`config.mk`:
```
export PLATFORM = sky130hd
export DESIGN_NAME = scpsel_top
export DESIGN_NICKNAME = d
export VERILOG_FILES = /design/src/rtl/scpsel_pkg.sv /design/src/rtl/scpsel_top.sv /design/src/rtl/scpsel_divider.sv /design/src/rtl/scpsel_glitchless_mux.sv
export SDC_FILE = /design/constraint.sdc
export NUM_CORES = 1
export LEC_CHECK = 0
export BUFFER_PORTS_ARGS = -buffer_cell sky130_fd_sc_hd__clkbuf_2
export CAP_MARGIN = 5
export CELL_PAD_IN_SITES_DETAIL_PLACEMENT = 1
export CELL_PAD_IN_SITES_GLOBAL_PLACEMENT = 1
export CORE_AREA = 2 2 105 107
export DETAILED_ROUTE_END_ITERATION = 10
export DIE_AREA = 0 0 107 109
export GPL_ROUTABILITY_DRIVEN = 0
export PLACE_DENSITY_LB_ADDON = 0.15
export SYNTH_ARGS = -nofsm -noshare
export SYNTH_HDL_FRONTEND = slang
export SYNTH_SLANG_ARGS = --single-unit
```
`constraint.sdc`:
```
create_clock -name pclk -period 1.9 [get_ports pclk]
set_input_delay 0.38 -clock pclk [delete_from_list [all_inputs] [get_ports pclk]]
set_output_delay 0.38 -clock pclk [all_outputs]
set_load 0.01 [all_outputs]
```
`src/rtl/scpsel_pkg.sv`:
```
package scpsel_pkg;
    // Register byte addresses
    localparam logic [11:0] PLL_CONTROL_ADDR     = 12'h000;
    localparam logic [11:0] SYS_CLOCK_CTRL_ADDR  = 12'h004;
    localparam logic [11:0] CLOCK_STATUS_ADDR    = 12'h008;
    // pll_control_reg fields
    localparam int PLL_CONTROL_ENABLE_BIT  = 0;
    localparam int PLL_CONTROL_STABLE_BIT  = 1;
    localparam int PLL_CONTROL_OSEL_LO     = 2;
    localparam int PLL_CONTROL_INSEL_BIT   = 5;
    localparam int PLL_CONTROL_UNIMPL_BIT  = 6;
    localparam int PLL_CONTROL_RSVD_BIT    = 7;
    localparam logic [7:0] PLL_CONTROL_RESET = 8'h01;
    // system_clock_control_reg fields
    localparam int SCC_SLOW_SEL_BIT = 0;
    localparam int SCC_FAST_SEL_BIT = 1;
    localparam int SCC_CKS_LO       = 5;
    localparam logic [7:0] SCC_RESET = 8'h00;
    // PLL output and system clock select codes
    localparam logic [2:0] OSEL_6MHZ  = 3'h6 - 3'h2;
    localparam logic [2:0] OSEL_12MHZ = 3'h5;
    localparam logic [2:0] OSEL_16MHZ = 3'h6;
    localparam logic [2:0] CKS_SLOW   = 3'h7;
    // Clock figures
    localparam int PCLK_MHZ        = 250;
    localparam int USB_CLK_MHZ     = 48;
    localparam int PLL_MUL         = 8;
    localparam int PLL_REF_DIV12   = 2;
    localparam int LOCK_REF_CYCLES = 64;
    // Clock-switch sync stages
    localparam int SW_SYNC_STAGES  = 2;
    typedef enum logic [2:0] {
        SCPSEL_PLL_OFF  = 3'b001,
        SCPSEL_PLL_LOCK = 3'b010,
        SCPSEL_PLL_RUN  = 3'b100
    } scpsel_pll_state_t;
endpackage

```
`src/rtl/scpsel_top.sv`:
```
`timescale 1ns/1ps
`default_nettype none
// Notes on behaviour
// - PLL runs per the enable bit; enable resets to 1.
// - Locked PLL gives fixed 48MHz USB clock regardless of system select.
// - Fast clock is oscillator unless enabled, locked and select is 100, 101 or 110; 6/12/16MHz.
// - Input select bit: 0 means 12MHz reference, 1 means 6MHz.
// - Crystal 12MHz reference halved then times 8; 6MHz times 8.
// - Choosing internal 12MHz RC forces input select bit to 0.
// - Disabling PLL clears stable flag; set only after lock.
// - Bit 6 of PLL control always reads 0.
// - Fast source select picks crystal or internal 12MHz RC.
// - Slow source select picks 32.768kHz crystal or 32kHz RC.
// - System clock select chooses fast or slow source and divide ratio.
// - Exactly one fast and one slow source always selected.
// - Oscillator clocks also feed watchdog and time base.
// - Internal fast RC is fixed 12MHz, needs no pins.
// - Internal RC chosen releases both fast crystal pins to GPIO.
// - Fast system clock divided by 1 to 64 per system select.
// Clocks are modelled as one-cycle enables on pclk, one per oscillator edge.
module scpsel_top #(
    parameter int LOCK_CYCLES = scpsel_pkg::LOCK_REF_CYCLES,
    parameter int LOCK_WIDTH  = 12
) (
    input  wire logic        pclk,
    input  wire logic        presetn,
    input  wire logic        psel,
    input  wire logic        penable,
    input  wire logic        pwrite,
    input  wire logic [11:0] paddr,
    input  wire logic [31:0] pwdata,
    input  wire logic [3:0]  pstrb,
    output logic      [31:0] prdata,
    output logic             pready,
    output logic             pslverr,
    input  wire logic        ext_fast_crystal_osc,
    input  wire logic        int_fast_rc_osc,
    input  wire logic        ext_slow_crystal_osc,
    input  wire logic        int_slow_rc_osc,
    input  wire logic        pll_ref_6mhz_en,
    input  wire logic        pll_vco_96mhz_en,
    output logic             pll_power_on,
    output logic             usb_clk_en,
    output logic             fast_osc_clock,
    output logic             fast_clock,
    output logic             slow_sub_clock,
    output logic             sys_clk_en,
    output logic             wdt_clk_en,
    output logic             timebase_clk_en,
    output logic             osc_pins_gpio
);
    initial begin
        if (LOCK_WIDTH < 2) begin
            $error("scpsel_top LOCK_WIDTH too small");
        end
        if (LOCK_CYCLES < 1 || LOCK_CYCLES >= (1 << LOCK_WIDTH)) begin
            $error("scpsel_top LOCK_CYCLES does not fit LOCK_WIDTH");
        end
    end

    logic [7:0] pll_control_reg;
    logic [7:0] system_clock_control_reg;
    logic [7:0] pll_control_next;
    logic       pll_enable_bit;
    logic       pll_stable_flag;
    logic       pll_input_select;
    logic [2:0] pll_output_select;
    logic       fast_source_select;
    logic       slow_source_select;
    logic [2:0] system_clock_select;
    logic       wr_pll;
    logic       wr_scc;
    logic       access;
    logic [31:0] rdata_next;
    logic       addr_ok;
    logic       fast_on_pll;

    scpsel_pkg::scpsel_pll_state_t pll_state_reg;
    logic [LOCK_WIDTH-1:0] lock_cnt_reg;

    assign access  = psel && penable;
    assign addr_ok = (paddr == scpsel_pkg::PLL_CONTROL_ADDR)
                  || (paddr == scpsel_pkg::SYS_CLOCK_CTRL_ADDR)
                  || (paddr == scpsel_pkg::CLOCK_STATUS_ADDR);
    assign pready  = 1'b1;
    assign pslverr = access && !addr_ok;
    assign wr_pll  = access && pwrite && pstrb[0] && (paddr == scpsel_pkg::PLL_CONTROL_ADDR);
    assign wr_scc  = access && pwrite && pstrb[0] && (paddr == scpsel_pkg::SYS_CLOCK_CTRL_ADDR);

    assign pll_enable_bit      = pll_control_reg[scpsel_pkg::PLL_CONTROL_ENABLE_BIT];
    assign pll_input_select    = pll_control_reg[scpsel_pkg::PLL_CONTROL_INSEL_BIT];
    assign pll_output_select   = pll_control_reg[scpsel_pkg::PLL_CONTROL_OSEL_LO +: 3];
    assign fast_source_select  = system_clock_control_reg[scpsel_pkg::SCC_FAST_SEL_BIT];
    assign slow_source_select  = system_clock_control_reg[scpsel_pkg::SCC_SLOW_SEL_BIT];
    assign system_clock_select = system_clock_control_reg[scpsel_pkg::SCC_CKS_LO +: 3];
    assign pll_stable_flag     = (pll_state_reg == scpsel_pkg::SCPSEL_PLL_RUN);

    always_comb begin
        pll_control_next = pll_control_reg;
        if (wr_pll) begin
            pll_control_next = pwdata[7:0];
            // Unimplemented bit 6 is stored as 0 whatever software writes
            pll_control_next[scpsel_pkg::PLL_CONTROL_UNIMPL_BIT] = 1'b0;
        end
        // The stored stable bit stays 0; reads show the live flag instead
        pll_control_next[scpsel_pkg::PLL_CONTROL_STABLE_BIT] = 1'b0;
        // Internal RC gives only 12MHz, so the 6MHz reference setting is cleared
        if (!(wr_scc ? pwdata[scpsel_pkg::SCC_FAST_SEL_BIT] : fast_source_select)) begin
            pll_control_next[scpsel_pkg::PLL_CONTROL_INSEL_BIT] = 1'b0;
        end
    end

    always_ff @(posedge pclk or negedge presetn) begin
        if (!presetn) begin
            pll_control_reg <= scpsel_pkg::PLL_CONTROL_RESET;
        end else begin
            pll_control_reg <= pll_control_next;
        end
    end

    always_ff @(posedge pclk or negedge presetn) begin
        if (!presetn) begin
            system_clock_control_reg <= scpsel_pkg::SCC_RESET;
        end else if (wr_scc) begin
            system_clock_control_reg <= {pwdata[7:5], 3'h0, pwdata[1:0]};
        end
    end

    always_comb begin
        rdata_next = 32'h0000_0000;
        case (paddr)
            scpsel_pkg::PLL_CONTROL_ADDR: begin
                rdata_next[7:0] = pll_control_reg;
                rdata_next[scpsel_pkg::PLL_CONTROL_STABLE_BIT] = pll_stable_flag;
                rdata_next[scpsel_pkg::PLL_CONTROL_UNIMPL_BIT] = 1'b0;
            end
            scpsel_pkg::SYS_CLOCK_CTRL_ADDR: begin
                rdata_next[7:0] = system_clock_control_reg;
            end
            scpsel_pkg::CLOCK_STATUS_ADDR: begin
                rdata_next[0] = pll_stable_flag;
                rdata_next[1] = fast_on_pll;
                rdata_next[2] = osc_pins_gpio;
            end
            default: begin
                rdata_next = 32'h0000_0000;
            end
        endcase
    end

    always_ff @(posedge pclk or negedge presetn) begin
        if (!presetn) begin
            prdata <= 32'h0000_0000;
        end else if (psel && !penable && !pwrite) begin
            prdata <= rdata_next;
        end
    end

    // Exactly one of two fast and one of two slow: a single bit cannot select none
    assign fast_osc_clock = fast_source_select ? ext_fast_crystal_osc : int_fast_rc_osc;
    assign slow_sub_clock = slow_source_select ? ext_slow_crystal_osc : int_slow_rc_osc;
    // Internal RC is a fixed 12MHz pin-less source
    assign osc_pins_gpio  = !fast_source_select;
    assign wdt_clk_en      = slow_sub_clock;
    assign timebase_clk_en = fast_osc_clock;

    // The reference pulse input is not used: the model derives its reference
    // from the selected fast oscillator, which is what the loop locks to
    logic ref_en;
    logic ref_half;
    // 12MHz crystal halved to 6MHz before the x8 loop; 6MHz used directly
    always_ff @(posedge pclk or negedge presetn) begin
        if (!presetn) begin
            ref_half <= 1'b0;
        end else if (fast_osc_clock) begin
            ref_half <= !ref_half;
        end
    end
    assign ref_en = pll_input_select ? fast_osc_clock : (fast_osc_clock && ref_half);
    assign pll_power_on = pll_enable_bit;

    always_ff @(posedge pclk or negedge presetn) begin
        if (!presetn) begin
            pll_state_reg <= scpsel_pkg::SCPSEL_PLL_OFF;
            lock_cnt_reg  <= '0;
        end else if (!pll_enable_bit) begin
            pll_state_reg <= scpsel_pkg::SCPSEL_PLL_OFF;
            lock_cnt_reg  <= '0;
        end else begin
            case (pll_state_reg)
                scpsel_pkg::SCPSEL_PLL_OFF: begin
                    pll_state_reg <= scpsel_pkg::SCPSEL_PLL_LOCK;
                    lock_cnt_reg  <= '0;
                end
                scpsel_pkg::SCPSEL_PLL_LOCK: begin
                    if (ref_en) begin
                        if (lock_cnt_reg + LOCK_WIDTH'(1) >= LOCK_WIDTH'(LOCK_CYCLES)) begin
                            pll_state_reg <= scpsel_pkg::SCPSEL_PLL_RUN;
                        end
                        lock_cnt_reg <= lock_cnt_reg + LOCK_WIDTH'(1);
                    end
                end
                scpsel_pkg::SCPSEL_PLL_RUN: begin
                    pll_state_reg <= scpsel_pkg::SCPSEL_PLL_RUN;
                end
                default: begin
                    pll_state_reg <= scpsel_pkg::SCPSEL_PLL_OFF;
                end
            endcase
        end
    end

    // VCO runs at 96MHz; /2 gives USB 48, /16 gives 6, /8 gives 12, /6 gives 16
    logic [4:0] pll_ratio;
    logic       usb_div_en;
    logic       pll_sys_en;
    logic       pll_pick;
    logic       pll_mux_en;
    logic       vco_en;
    assign vco_en = pll_vco_96mhz_en && pll_stable_flag;
    // A stopped PLL cannot clock the switch away from itself, so it is treated
    // as always ready to leave; the price is one last enable when it stops
    assign pll_mux_en = pll_sys_en || !pll_stable_flag;

    always_comb begin
        case (pll_output_select)
            scpsel_pkg::OSEL_6MHZ:  pll_ratio = 5'd16;
            scpsel_pkg::OSEL_12MHZ: pll_ratio = 5'd8;
            scpsel_pkg::OSEL_16MHZ: pll_ratio = 5'd6;
            // Reserved 111 gets a harmless ratio; the switch never picks it
            default:                pll_ratio = 5'd16;
        endcase
    end
    // Reserved 111 keeps the oscillator source
    assign pll_pick = pll_enable_bit && pll_output_select[2]
                   && (pll_output_select != 3'h7) && pll_stable_flag;

    // USB rate is fixed: it divides the VCO directly, never the system select
    scpsel_divider #(.WIDTH(5)) u_usb_div (
        .pclk    (pclk),
        .presetn (presetn),
        .src_en  (vco_en),
        .ratio   (5'd2),
        .div_en  (usb_div_en)
    );
    assign usb_clk_en = usb_div_en;

    scpsel_divider #(.WIDTH(5)) u_pll_div (
        .pclk    (pclk),
        .presetn (presetn),
        .src_en  (vco_en),
        .ratio   (pll_ratio),
        .div_en  (pll_sys_en)
    );

    scpsel_glitchless_mux u_fast_mux (
        .pclk    (pclk),
        .presetn (presetn),
        .sel_b   (pll_pick),
        .en_a    (fast_osc_clock),
        .en_b    (pll_mux_en),
        .en_out  (fast_clock),
        .on_b    (fast_on_pll)
    );

    // Select 0..6 divides fast clock by 64,32,16..1; 7 takes the slow clock
    logic [6:0] sys_ratio;
    logic       fast_div_en;
    always_comb begin
        case (system_clock_select)
            3'h0:    sys_ratio = 7'd64;
            3'h1:    sys_ratio = 7'd32;
            3'h2:    sys_ratio = 7'd16;
            3'h3:    sys_ratio = 7'd8;
            3'h4:    sys_ratio = 7'd4;
            3'h5:    sys_ratio = 7'd2;
            3'h6:    sys_ratio = 7'd1;
            default: sys_ratio = 7'd1;
        endcase
    end

    scpsel_divider #(.WIDTH(7)) u_sys_div (
        .pclk    (pclk),
        .presetn (presetn),
        .src_en  (fast_clock),
        .ratio   (sys_ratio),
        .div_en  (fast_div_en)
    );

    scpsel_glitchless_mux u_sys_mux (
        .pclk    (pclk),
        .presetn (presetn),
        .sel_b   (system_clock_select == scpsel_pkg::CKS_SLOW),
        .en_a    (fast_div_en),
        .en_b    (slow_sub_clock),
        .en_out  (sys_clk_en),
        .on_b    ()
    );
endmodule
`default_nettype wire

```
`src/rtl/scpsel_divider.sv`:
```
`timescale 1ns/1ps
`default_nettype none
// Enable-pulse divider: one pulse every ratio cycles of the source enable
module scpsel_divider #(
    parameter int WIDTH = 8
) (
    input  wire logic             pclk,
    input  wire logic             presetn,
    input  wire logic             src_en,
    input  wire logic [WIDTH-1:0] ratio,
    output logic                  div_en
);
    logic [WIDTH-1:0] cnt_reg;
    initial begin
        if (WIDTH < 2) $error("scpsel_divider WIDTH too small");
    end
    always_ff @(posedge pclk or negedge presetn) begin
        if (!presetn) begin
            cnt_reg <= '0;
        end else if (src_en) begin
            if (cnt_reg + WIDTH'(1) >= ratio) begin
                cnt_reg <= '0;
            end else begin
                cnt_reg <= cnt_reg + WIDTH'(1);
            end
        end
    end
    always_ff @(posedge pclk or negedge presetn) begin
        if (!presetn) begin
            div_en <= 1'b0;
        end else begin
            div_en <= src_en && (cnt_reg + WIDTH'(1) >= ratio);
        end
    end
endmodule
`default_nettype wire

```
`src/rtl/scpsel_glitchless_mux.sv`:
```
`timescale 1ns/1ps
`default_nettype none
// Break-before-make switch between two enable streams
module scpsel_glitchless_mux (
    input  wire logic pclk,
    input  wire logic presetn,
    input  wire logic sel_b,
    input  wire logic en_a,
    input  wire logic en_b,
    output logic      en_out,
    output logic      on_b
);
    logic a_on_reg;
    logic b_on_reg;
    // A side leaves only on its own edge; B joins only after A is off
    always_ff @(posedge pclk or negedge presetn) begin
        if (!presetn) begin
            a_on_reg <= 1'b1;
        end else if (en_a || !a_on_reg) begin
            a_on_reg <= !sel_b && !b_on_reg;
        end
    end
    always_ff @(posedge pclk or negedge presetn) begin
        if (!presetn) begin
            b_on_reg <= 1'b0;
        end else if (en_b || !b_on_reg) begin
            b_on_reg <= sel_b && !a_on_reg;
        end
    end
    always_ff @(posedge pclk or negedge presetn) begin
        if (!presetn) begin
            en_out <= 1'b0;
        end else begin
            en_out <= (a_on_reg && en_a) || (b_on_reg && en_b);
        end
    end
    assign on_b = b_on_reg;
endmodule
`default_nettype wire

```
==> key figures, run 1 <==
Drt
  – Final antenna-violating net count: 0
  – Routed wire length: 8930 µm
  – Routed wire per std cell: 14.6 µm
  – Detailed-route vias per instance: 4.82
  – Number of detailed-routing iterations run before antenna repair: 4
  – DRC violation count after routing: 0
  – DRC marker count from the first detailed-route iteration: 61
  – Routed vias: 2949

Critical path
  – Max stage delay cell, worst path: dfrtp_1
  – Worst setup SP type: register
  – Worst Path Buf+Inv: 2
  – Type of element capturing the critical path: register
  – Required time at the endpoint of the critical path: 2.17 ns
  – Internal reg-to-reg setup slack: -0.17 ns
  – Startpoint-to-endpoint class of the critical path: reg -> reg
  – Most frequent CP cell: ha_4
  – Cells along the critical path: ha_4 -> inv_4 -> ha_4 -> a21bo_2 -> a21o_1 -> buf_4 -> a2111oi_2 -> o21ai_1 -> o21ai_2
  – Maximum fanout encountered on the critical timing path: 2
  – Crit path max-delay family: compound AO/OA/AOI/OAI gates
  – Maximum single-stage delay on the critical path: 0.41 ns
  – Arrival time reported for the critical path endpoint: 2.33 ns

Power and ir drop
  – Maximum resistive drop on vdd: 0.371 mV
  – Leakage power figure: 2.21 nW
  – Power density over the cells: 736 mW/mm²

Logic synthesis
  – Number of distinct library cell variants in the gate-level netlist after synthesis: 58
  – Cells after Synth: 379
  – Share of flip-flops with an asynchronous set or reset: 1.00
  – Post-Syn Area per Cell: 9.52 µm²
  – Count of warnings emitted by yosys: 0
  – Total of flip-flops plus latches after synthesis: 61
  – Post-synth design cell area: 0.00361 mm²
  – Sequential-to-total area share from yosys stat: 0.425
  – Count of flip-flops with a built-in enable after synthesis: 0
  – Top_reg_cell synth: dfrtp_1

Clocking
  – Total CTS buffers: 9
  – Number of buffers on the longest clock path: 2
  – Clk root buf: clkbuf_8
  – Source-to-sink clock delay at the later pin of the worst-skew pair: 0.34 ns
  – Clock tree sinks: 61
  – H-tree depth: 3
  – TritonCTS clock tree: yes
  – Clock slew at reported path FFs: 0.07 ns

Place
  – Buffers added on ports: 48
  – Half-perimeter wire length after placement: 6440 µm
  – Worst slack after detailed placement: -0.180 ns

Cells and area
  – Number of flip-flops in the largest register: 12
  – Most frequent cells in the layout: 56 x dfrtp_1, 48 x clkbuf_2, 41 x nand2_1, 38 x buf_4, 25 x conb_1
  – Diodes inserted: 0
  – Total number of nets in the final design: 542
  – Most common cell after layout, fill and taps aside: dfrtp_1
  – Area growth, synth to finish: 29.4%
  – FILL cells: 1239
  – Seq. cell area: 0.00153 mm²
  – Combined area of the multi-input logic cells: 0.00208 mm²
  – Share of post-route cells with drive strength above 1: 0.369

Run status
  – Violations in the final reports: setup timing
  – Outcome: finished, violations left

Global routing
  – Total gr overflow: 0
  – Peak-usage layer in the global routing report: met2
  – GR met3 Demand/Resource: 0.0257
  – Number of antenna violations at the first check in global routing: 0
  – Met2 global-route usage: 0.285
  – Largest net degree at the start of global routing: 62
  – GR Util All Layers: 0.162
  – Met1 track utilization from global routing: 0.202
  – First-pass GRT wire length: 14900 µm
  – Number of global-route vias before repair: 3091

Die
  – Number of placement rows: 38
  – Starting utilization of the core area: 0.340
  – Total I/O pin count: 102
  – Vertical die dimension: 109 µm
  – Die X-Extent: 107 µm
  – Core box area: 0.0106 mm²
  – Area of the die: 0.0117 mm²

STA
  – Worst path setup slack after routing: -0.165 ns
  – Clock Skew: 0.00679 ns
  – Final Slew Violations: 0
  – Tcrit/Tclk final: 1.09
  – Hold Vio Cnt, Final: 0
  – Max Fclk: 484 MHz
  – Final-layout setup total negative slack: -0.986 ns
  – Number of endpoints failing setup at the final stage: 14
  – Clock period minus final worst setup slack: 2.07 ns
  – Setup repair after global routing missed its margin: true

Min path
  – Hold crit path type: in -> async

Flow run
  – Number of maximum-capacitance violations: 0
==> layout make-up <==
| type | count | share of cell area |
|---|---|---|
| Clock buffer | 16 | 0.0429 |
| Tap cell | 140 | 0.0375 |
| Sequential cell | 61 | 0.328 |
| Inverter | 17 | 0.0142 |
| Multi-Input combinational cell | 286 | 0.446 |
| Timing Repair Buffer | 92 | 0.131 |
==> metal layers <==
metal  vias up  wire length (µm)
li1       1447                 -
met1      1449              4060
met2        41              4520
met3        12               224
met4         0               127
met5         -                 0
==> stage by stage <==
stage	std cells	util	hold WS [ns]	power, mW	instance area (µm²)
floorplan	402	-	0.0844	1.87	3750
global placement	587	0.395	0.430	2.06	4190
detailed placement	587	0.395	0.431	2.09	4190
CTS	608	0.429	0.0636	3.40	4550
global route	612	0.440	0.0730	3.64	4670
finish	612	0.440	0.0540	3.43	4670
==> worst paths after layout <==
| kind | from | end | depth (start not counted) |
|---|---|---|---|
| worst min register to register | ref_half | ref_half | 1 |
| min in group pclk | pwdata[4] | pll_control_reg[4] | 2 |
| worst min-delay path | presetn | u_sys_div.cnt_reg[3] | 2 |
| worst max-delay path | u_pll_div.cnt_reg[1] | u_pll_div.cnt_reg[2] | 9 |
| worst max register to register | u_pll_div.cnt_reg[1] | u_pll_div.cnt_reg[2] | 9 |
| max in group asynchronous | presetn | u_fast_mux.a_on_reg | 2 |
==> cells in the mapped netlist, types with 4 or more instances <==
library cell,instances,area share
a21oi_1,11,0.015
a22o_1,7,0.017
a31oi_1,6,0.010
and2_1,9,0.016
and3_1,5,0.0087
buf_4,27,0.056
clkbuf_1,6,0.0062
dfrtp_1,57,0.40
dfstp_2,4,0.029
ha_1,16,0.055
inv_1,17,0.018
mux2_2,11,0.034
mux2i_1,7,0.019
nand2_1,43,0.045
nand2b_1,7,0.012
nand3_1,13,0.018
nand3b_1,4,0.0083
nand4_1,6,0.010
nor2_1,24,0.025
o21ai_0,26,0.036
o22ai_1,7,0.012
or3_1,4,0.0069
xnor2_1,12,0.029
==> logic make-up after synthesis <==
family,synth area share
xor gates and xnor gates,0.0364
and+or+nand+nor,0.197
buffers and inverters,0.0884
adders and majority gates,0.0555
other,0.00208
DFF,0.425
AOI/OAI and AO/OA,0.135
muxes,0.0607
==> worst reg2reg max path, stage by stage (launching register included) <==
cell and delay (ns):
dfrtp_1 0.41, ha_4 0.29, inv_4 0.04, ha_4 0.19, a21bo_2 0.20, a21o_1 0.19
buf_4 0.14, a2111oi_2 0.33, o21ai_1 0.12, o21ai_2 0.08
==> where the power goes <==
group | total [mW] | leakage, nW | internal [mW] | switching (mW)
clock network | 1.16 | 0.103 | 0.655 | 0.508
registers | 1.42 | 0.816 | 1.36 | 0.0546
logic | 0.857 | 1.29 | 0.426 | 0.431
total | 3.43 | 2.21 | 2.44 | 0.994
==> what timing repair did <==
| item | in CTS | in global routing |
|---|---|---|
| resized for setup | 26 | 21 |
| pin swaps | 28 | 21 |
| setup buffers | 5 | 4 |
| endpoints found under the setup margin | 16 | 17 |
| endpoints found under the hold margin | 0 | 0 |
| hold buffers | 0 | 0 |
No activity file was read; power rests on OpenSTA's default activity.
==> run 2: changes to the inputs <==
- BUFFER_PORTS_ARGS: -buffer_cell sky130_fd_sc_hd__clkbuf_2 -> -buffer_cell sky130_fd_sc_hd__buf_2
==> run 2 against run 1 <==
The flow still finishes with violations (setup timing). Count of clock-buffer cells in the layout decreased by 3. Maximum frequency increased by 3.2%. Sequential share of layout area decreased by 0.12 points. Clock skew increased by 0.0045 ns. Final area increased by 0.54%. Largest cell class unchanged. Sequential cell count unchanged. Non-clock buffer count increased by 1. Critical path depth unchanged.
==> key figures, run 2 (synthesis gave the netlist of run 1 again) <==
Critical path
  – Worst setup SP type: register
  – Max stage delay cell, worst path: dfrtp_2
  – Worst r2r src: u_sys_div.cnt_reg[1]
  – WP depth: 9
  – Startpoint-to-endpoint class of the critical path: reg -> reg
  – Type of element capturing the critical path: register
  – Crit path max-delay family: simple AND/OR/NAND/NOR gates
  – Logic depth of the worst register-to-register path: 9
  – Maximum single-stage delay on the critical path: 0.41 ns
  – Maximum fanout encountered on the critical timing path: 3
  – Worst Path Buf+Inv: 0
  – Arrival time reported for the critical path endpoint: 2.25 ns
  – Required time at the endpoint of the critical path: 2.15 ns
  – Most frequent CP cell: ha_4
  – Cells along the critical path: ha_4 -> and3_4 -> nand3_4 -> xnor2_4 -> ha_4 -> nor2b_4 -> nor4b_2 -> o21ai_1 -> o211ai_1
  – Critical Path Source: u_sys_div.cnt_reg[1]

Place
  – Buffers added on ports: 48
  – Number of placed instances with taps included: 585
  – Half-perimeter wire length after placement: 6430 µm

Power and ir drop
  – Power density over the cells: 734 mW/mm²
  – Leakage power figure: 2.19 nW
  – Maximum resistive drop on vdd: 0.371 mV
  – Total power: 3.44 mW

Drt
  – Routed vias: 2980
  – Routed wire per std cell: 14.8 µm
  – Final antenna-violating net count: 0
  – Detailed-route vias per instance: 4.88
  – DRC marker count from the first detailed-route iteration: 99
  – DRC violation count after routing: 0
  – Routed wire length: 9060 µm
  – Number of detailed-routing iterations run before antenna repair: 4

Clocking
  – TritonCTS clock tree: yes
  – Source-to-sink clock delay at the later pin of the worst-skew pair: 0.33 ns
  – Number of buffers on the longest clock path: 2
  – Total CTS buffers: 9
  – H-tree depth: 3
  – Clock tree sinks: 61
  – Clk root buf: clkbuf_8
  – Clock slew at reported path FFs: 0.07 ns
  – Post-CTS Hold Fix Bufs: 0

Global routing
  – Met2 global-route usage: 0.292
  – Total gr overflow: 0
  – Met1 track utilization from global routing: 0.206
  – Number of antenna violations at the first check in global routing: 0
  – Peak-usage layer in the global routing report: met2
  – Number of global-route vias before repair: 3180
  – Largest net degree at the start of global routing: 62
  – GR met3 Demand/Resource: 0.0365
  – First-pass GRT wire length: 15300 µm
  – GR Util All Layers: 0.166

Die
  – Die X-Extent: 107 µm
  – Number of placement rows: 38
  – Starting utilization of the core area: 0.340
  – Total I/O pin count: 102
  – Core box area: 0.0106 mm²
  – Area of the die: 0.0117 mm²
  – Vertical die dimension: 109 µm

STA
  – Number of endpoints failing setup at the final stage: 14
  – Tcrit/Tclk final: 1.05
  – Max Fclk: 500 MHz
  – Clock Skew: 0.0113 ns
  – Clock period minus final worst setup slack: 2.00 ns
  – Hold Vio Cnt, Final: 0
  – Final Slew Violations: 0
  – Worst path setup slack after routing: -0.100 ns
  – Setup repair after global routing missed its margin: true

Flow run
  – Number of maximum-capacitance violations: 0

Cells and area
  – Count of non-filler cells in the finished layout: 611
  – Most frequent cells in the layout: 54 x dfrtp_1, 48 x buf_2, 43 x nand2_1, 41 x buf_4, 25 x conb_1
  – Diodes inserted: 0
  – Most common cell after layout, fill and taps aside: dfrtp_1
  – Total number of nets in the final design: 543
  – Area growth, synth to finish: 30.1%
  – FILL cells: 1219
  – Share of post-route cells with drive strength above 1: 0.365
  – Number of flip-flops in the largest register: 12

Run status
  – Outcome: finished, violations left
  – Violations in the final reports: setup timing

Min path
  – Hold crit path type: in -> async
-- run 2: cell types whose count changed in the layout (fill, tap and decap cells not counted), sizes merged --
cell,change
buf,+49
bufinv,+1
clkbuf,-51
-- run 2: where the power goes --
group / internal, mW / leakage, nW / switching, mW
Combinational: 0.398 / 1.28 / 0.422
Sequential: 1.36 / 0.814 / 0.0588
Clock: 0.701 / 0.102 / 0.502
Total: 2.46 / 2.19 / 0.982
-- run 2: layer usage --
metal	share of wire	vias up
li1	-	1449
met1	0.46	1484
met5	0	-
met2	0.51	41
met3	0.027	6
met4	0.0082	0
-- run 2: area by class of cell --
type                       count  area (µm²)  share of cell area
clock buffer                  13         169              0.0360
inverter                      17        66.3              0.0141
clock inverter                 1        30.0             0.00640
timing repair buffer          93         619               0.132
tap                          140         175              0.0373
sequential                    61        1540               0.327
multi-input combinational    286        2100               0.447
-- run 2: path summary, 6_finish.rpt --
kind / to / slack (ns)
min in group pclk: u_usb_div.cnt_reg[1] / 0.28
hold / removal: u_sys_div.cnt_reg[3] / 0.05
hold reg to reg: ref_half / 0.47
setup reg to reg: u_sys_div.cnt_reg[2] / -0.10
setup / recovery: u_sys_div.cnt_reg[2] / -0.10
max in group asynchronous: u_sys_mux.a_on_reg / 1.53
-- run 2: repair_timing --
action                     CTS  global route
pin swaps                   18            17
gates resized for setup     17            26
setup endpoints to repair   16            17
buffers inserted             4             8
-- run 2: metrics by stage --
stage | hold slack (ns) | worst slack [ns] | util | instance area (µm²) | TNS (ns)
after global placement | 0.423 | -0.180 | 0.393 | 4170 | -1.77
final | 0.0503 | -0.100 | 0.443 | 4690 | -0.755
after global routing | 0.0539 | -0.238 | 0.443 | 4690 | -2.21
after CTS | 0.0607 | -0.117 | 0.424 | 4490 | -1.02
after floorplan | 0.0844 | -0.0477 | - | 3750 | -0.159
after detailed placement | 0.429 | -0.219 | 0.393 | 4170 | -2.29
==> run 3: changes to the inputs <==
- ABC_AREA: unset -> 1
- CORE_AREA: 2 2 105 107 -> 2 2 107 109
- DIE_AREA: 0 0 107 109 -> 0 0 109 111
==> run 3 against run 2 <==
Critical path depth increased by 3. Non-clock buffer count decreased by 5. Cell count increased by 14%. Count of clock-buffer cells in the layout decreased by 1. Worst hold slack about the same. Final area increased by 2.3%. The flow still finishes with violations (setup timing). Sequential share of layout area decreased by 0.83 points. Global-route usage increased by 0.91 points.
==> key figures, run 3 <==
Power and ir drop
  – Leakage power figure: 2.48 nW
  – Maximum resistive drop on vdd: 0.511 mV
  – Power density over the cells: 1010 mW/mm²

Logic synthesis
  – Total of flip-flops plus latches after synthesis: 61
  – Top_reg_cell synth: dfrtp_1
  – Post-synth design cell area: 0.00367 mm²
  – Sequential-to-total area share from yosys stat: 0.418
  – Largest area contributor in the synthesized netlist: dfrtp_1
  – List of most frequent post-synthesis cells: 107 x nand2_1, 62 x inv_1, 57 x dfrtp_1
  – Number of distinct library cell variants in the gate-level netlist after synthesis: 40
  – Cells after Synth: 457
  – Most area-consuming cells after synthesis: dfrtp_1 39%, nand2_1 11%, inv_1 6.3%
  – Count of warnings emitted by yosys: 0
  – Post-synth top area share: 0.389
  – Share of flip-flops with an asynchronous set or reset: 1.00
  – Top-count cell post-synth: nand2_1
  – Post-Syn Area per Cell: 8.02 µm²
  – Count of flip-flops with a built-in enable after synthesis: 0

STA
  – Final Slew Violations: 0
  – Tcrit/Tclk final: 1.09
  – Setup repair after global routing missed its margin: true
  – Worst path setup slack after routing: -0.167 ns
  – Number of endpoints failing setup at the final stage: 13
  – Clock Skew: 0.00532 ns
  – Hold Vio Cnt, Final: 0
  – Clock period minus final worst setup slack: 2.07 ns
  – Final-layout setup total negative slack: -1.40 ns
  – Max Fclk: 484 MHz
  – Min Hold Slack: 0.0505 ns

Critical path
  – Critical Path Source: u_sys_div.cnt_reg[0]
  – Required time at the endpoint of the critical path: 2.12 ns
  – Worst Path Buf+Inv: 3
  – Type of element capturing the critical path: register
  – Cells along the critical path: ha_4 -> buf_4 -> xor2_1 -> ha_1 -> nand2_1 -> o21ai_2 -> nand4_1 -> nand3_2 -> nand2_4 -> buf_6 -> nand2_2 -> inv_1
  – Crit path max-delay family: adder cells
  – Worst r2r src: u_sys_div.cnt_reg[0]
  – Maximum single-stage delay on the critical path: 0.42 ns
  – Maximum fanout encountered on the critical timing path: 3
  – Max stage delay cell, worst path: dfrtp_1
  – Startpoint-to-endpoint class of the critical path: reg -> reg
  – Arrival time reported for the critical path endpoint: 2.29 ns
  – Worst setup SP type: register

Cells and area
  – Total number of nets in the final design: 623
  – Area growth, synth to finish: 31.0%
  – FILL cells: 1333
  – Share of the core filled with cells in the final layout: 0.434
  – Number of flip-flops in the largest register: 12
  – Combined area of the multi-input logic cells: 0.00196 mm²
  – Most common cell after layout, fill and taps aside: nand2_1
  – Final design instance area without fill: 0.00480 mm²
  – Most frequent cells in the layout: 101 x nand2_1, 57 x dfrtp_1, 56 x inv_1, 48 x buf_2, 34 x buf_4
  – Diodes inserted: 0
  – Seq. cell area: 0.00153 mm²
  – Count of non-filler cells in the finished layout: 696
  – Share of post-route cells with drive strength above 1: 0.318

Die
  – Starting utilization of the core area: 0.331
  – Number of placement rows: 39
  – Total I/O pin count: 102
  – Die X-Extent: 109 µm
  – Vertical die dimension: 111 µm
  – Core box area: 0.0111 mm²
  – Area of the die: 0.0121 mm²

Global routing
  – Met1 track utilization from global routing: 0.226
  – Number of antenna violations at the first check in global routing: 0
  – Met2 global-route usage: 0.295
  – Number of global-route vias before repair: 3512
  – First-pass GRT wire length: 16700 µm
  – GR met3 Demand/Resource: 0.0323
  – Peak-usage layer in the global routing report: met2
  – GR Util All Layers: 0.175
  – Largest net degree at the start of global routing: 62
  – Total gr overflow: 0

Place
  – Half-perimeter wire length after placement: 7070 µm
  – Number of placed instances with taps included: 671
  – Buffers added on ports: 48
  – Area post-placement: 0.00423 mm²

Drt
  – Routed wire length: 9650 µm
  – DRC marker count from the first detailed-route iteration: 110
  – Routed wire per std cell: 13.9 µm
  – Number of detailed-routing iterations run before antenna repair: 4
  – Detailed-route vias per instance: 4.66
  – Final antenna-violating net count: 0
  – DRC violation count after routing: 0
  – Routed vias: 3244

Clocking
  – TritonCTS clock tree: yes
  – Clock slew at reported path FFs: 0.05 ns
  – Post-CTS Hold Fix Bufs: 0
  – Total CTS buffers: 9
  – Clk root buf: clkbuf_16
  – Number of buffers on the longest clock path: 2
  – Source-to-sink clock delay at the later pin of the worst-skew pair: 0.33 ns
  – H-tree depth: 3
  – Clock tree sinks: 61

Min path
  – Hold crit path type: in -> async

Run status
  – Outcome: finished, violations left
  – Violations in the final reports: setup timing

Flow run
  – Number of maximum-capacitance violations: 0
## run 3: cells by family after synthesis
| logic type | after synthesis | synth area share |
|---|---|---|
| and+or+nand+nor | 207 | 0.261 |
| other | 2 | 0.00205 |
| xor gates and xnor gates | 12 | 0.0287 |
| AOI/OAI and AO/OA | 63 | 0.105 |
| buffers and inverters | 96 | 0.130 |
| DFF | 61 | 0.418 |
| adders and majority gates | 16 | 0.0546 |
## run 3: metrics by stage
step | worst slack, ns | total power, mW
final | -0.167 | 4.87
after global routing | -0.269 | 5.22
after CTS | -0.206 | 4.71
after detailed placement | -0.290 | 2.88
after global placement | -0.151 | 2.82
after floorplan | -0.00293 | 2.38
## run 3: final cells by class
class	count	share of cell area
Clock buffer	12	0.0492
Inverter	65	0.0513
Tap cell	143	0.0372
Multi-Input combinational cell	323	0.407
Clock inverter	4	0.0151
Sequential cell	61	0.319
Timing Repair Buffer	88	0.121
## run 3: worst paths after layout
check                                       end  slack, ns  cells after the start
setup / recovery           u_sys_div.cnt_reg[5]      -0.17                     12
hold / removal             u_sys_div.cnt_reg[2]       0.05                      2
setup reg to reg           u_sys_div.cnt_reg[5]      -0.17                     12
hold reg to reg              u_sys_mux.a_on_reg       0.43                      1
max in group asynchronous      pll_state_reg[0]       1.51                      2
min in group pclk            pll_control_reg[3]       0.26                      3
## run 3: routing by layer
| layer | routed length, µm | up-vias |
|---|---|---|
| met1 | 4290 | 1582 |
| li1 | - | 1603 |
| met5 | 0 | - |
| met3 | 291 | 8 |
| met2 | 4970 | 51 |
| met4 | 91 | 0 |
## run 3: power by group
group	switching [mW]	internal (mW)	leakage (nW)
clock	0.580	1.15	0.147
sequential	0.128	1.47	0.771
combinational	0.879	0.667	1.56
total	1.59	3.28	2.48
## run 3: repair_timing
item | CTS | global route
pin swaps | 15 | 16
buffers inserted | 4 | 6
gates resized for setup | 20 | 31
cloned | 0 | 0
setup endpoints to repair | 14 | 15
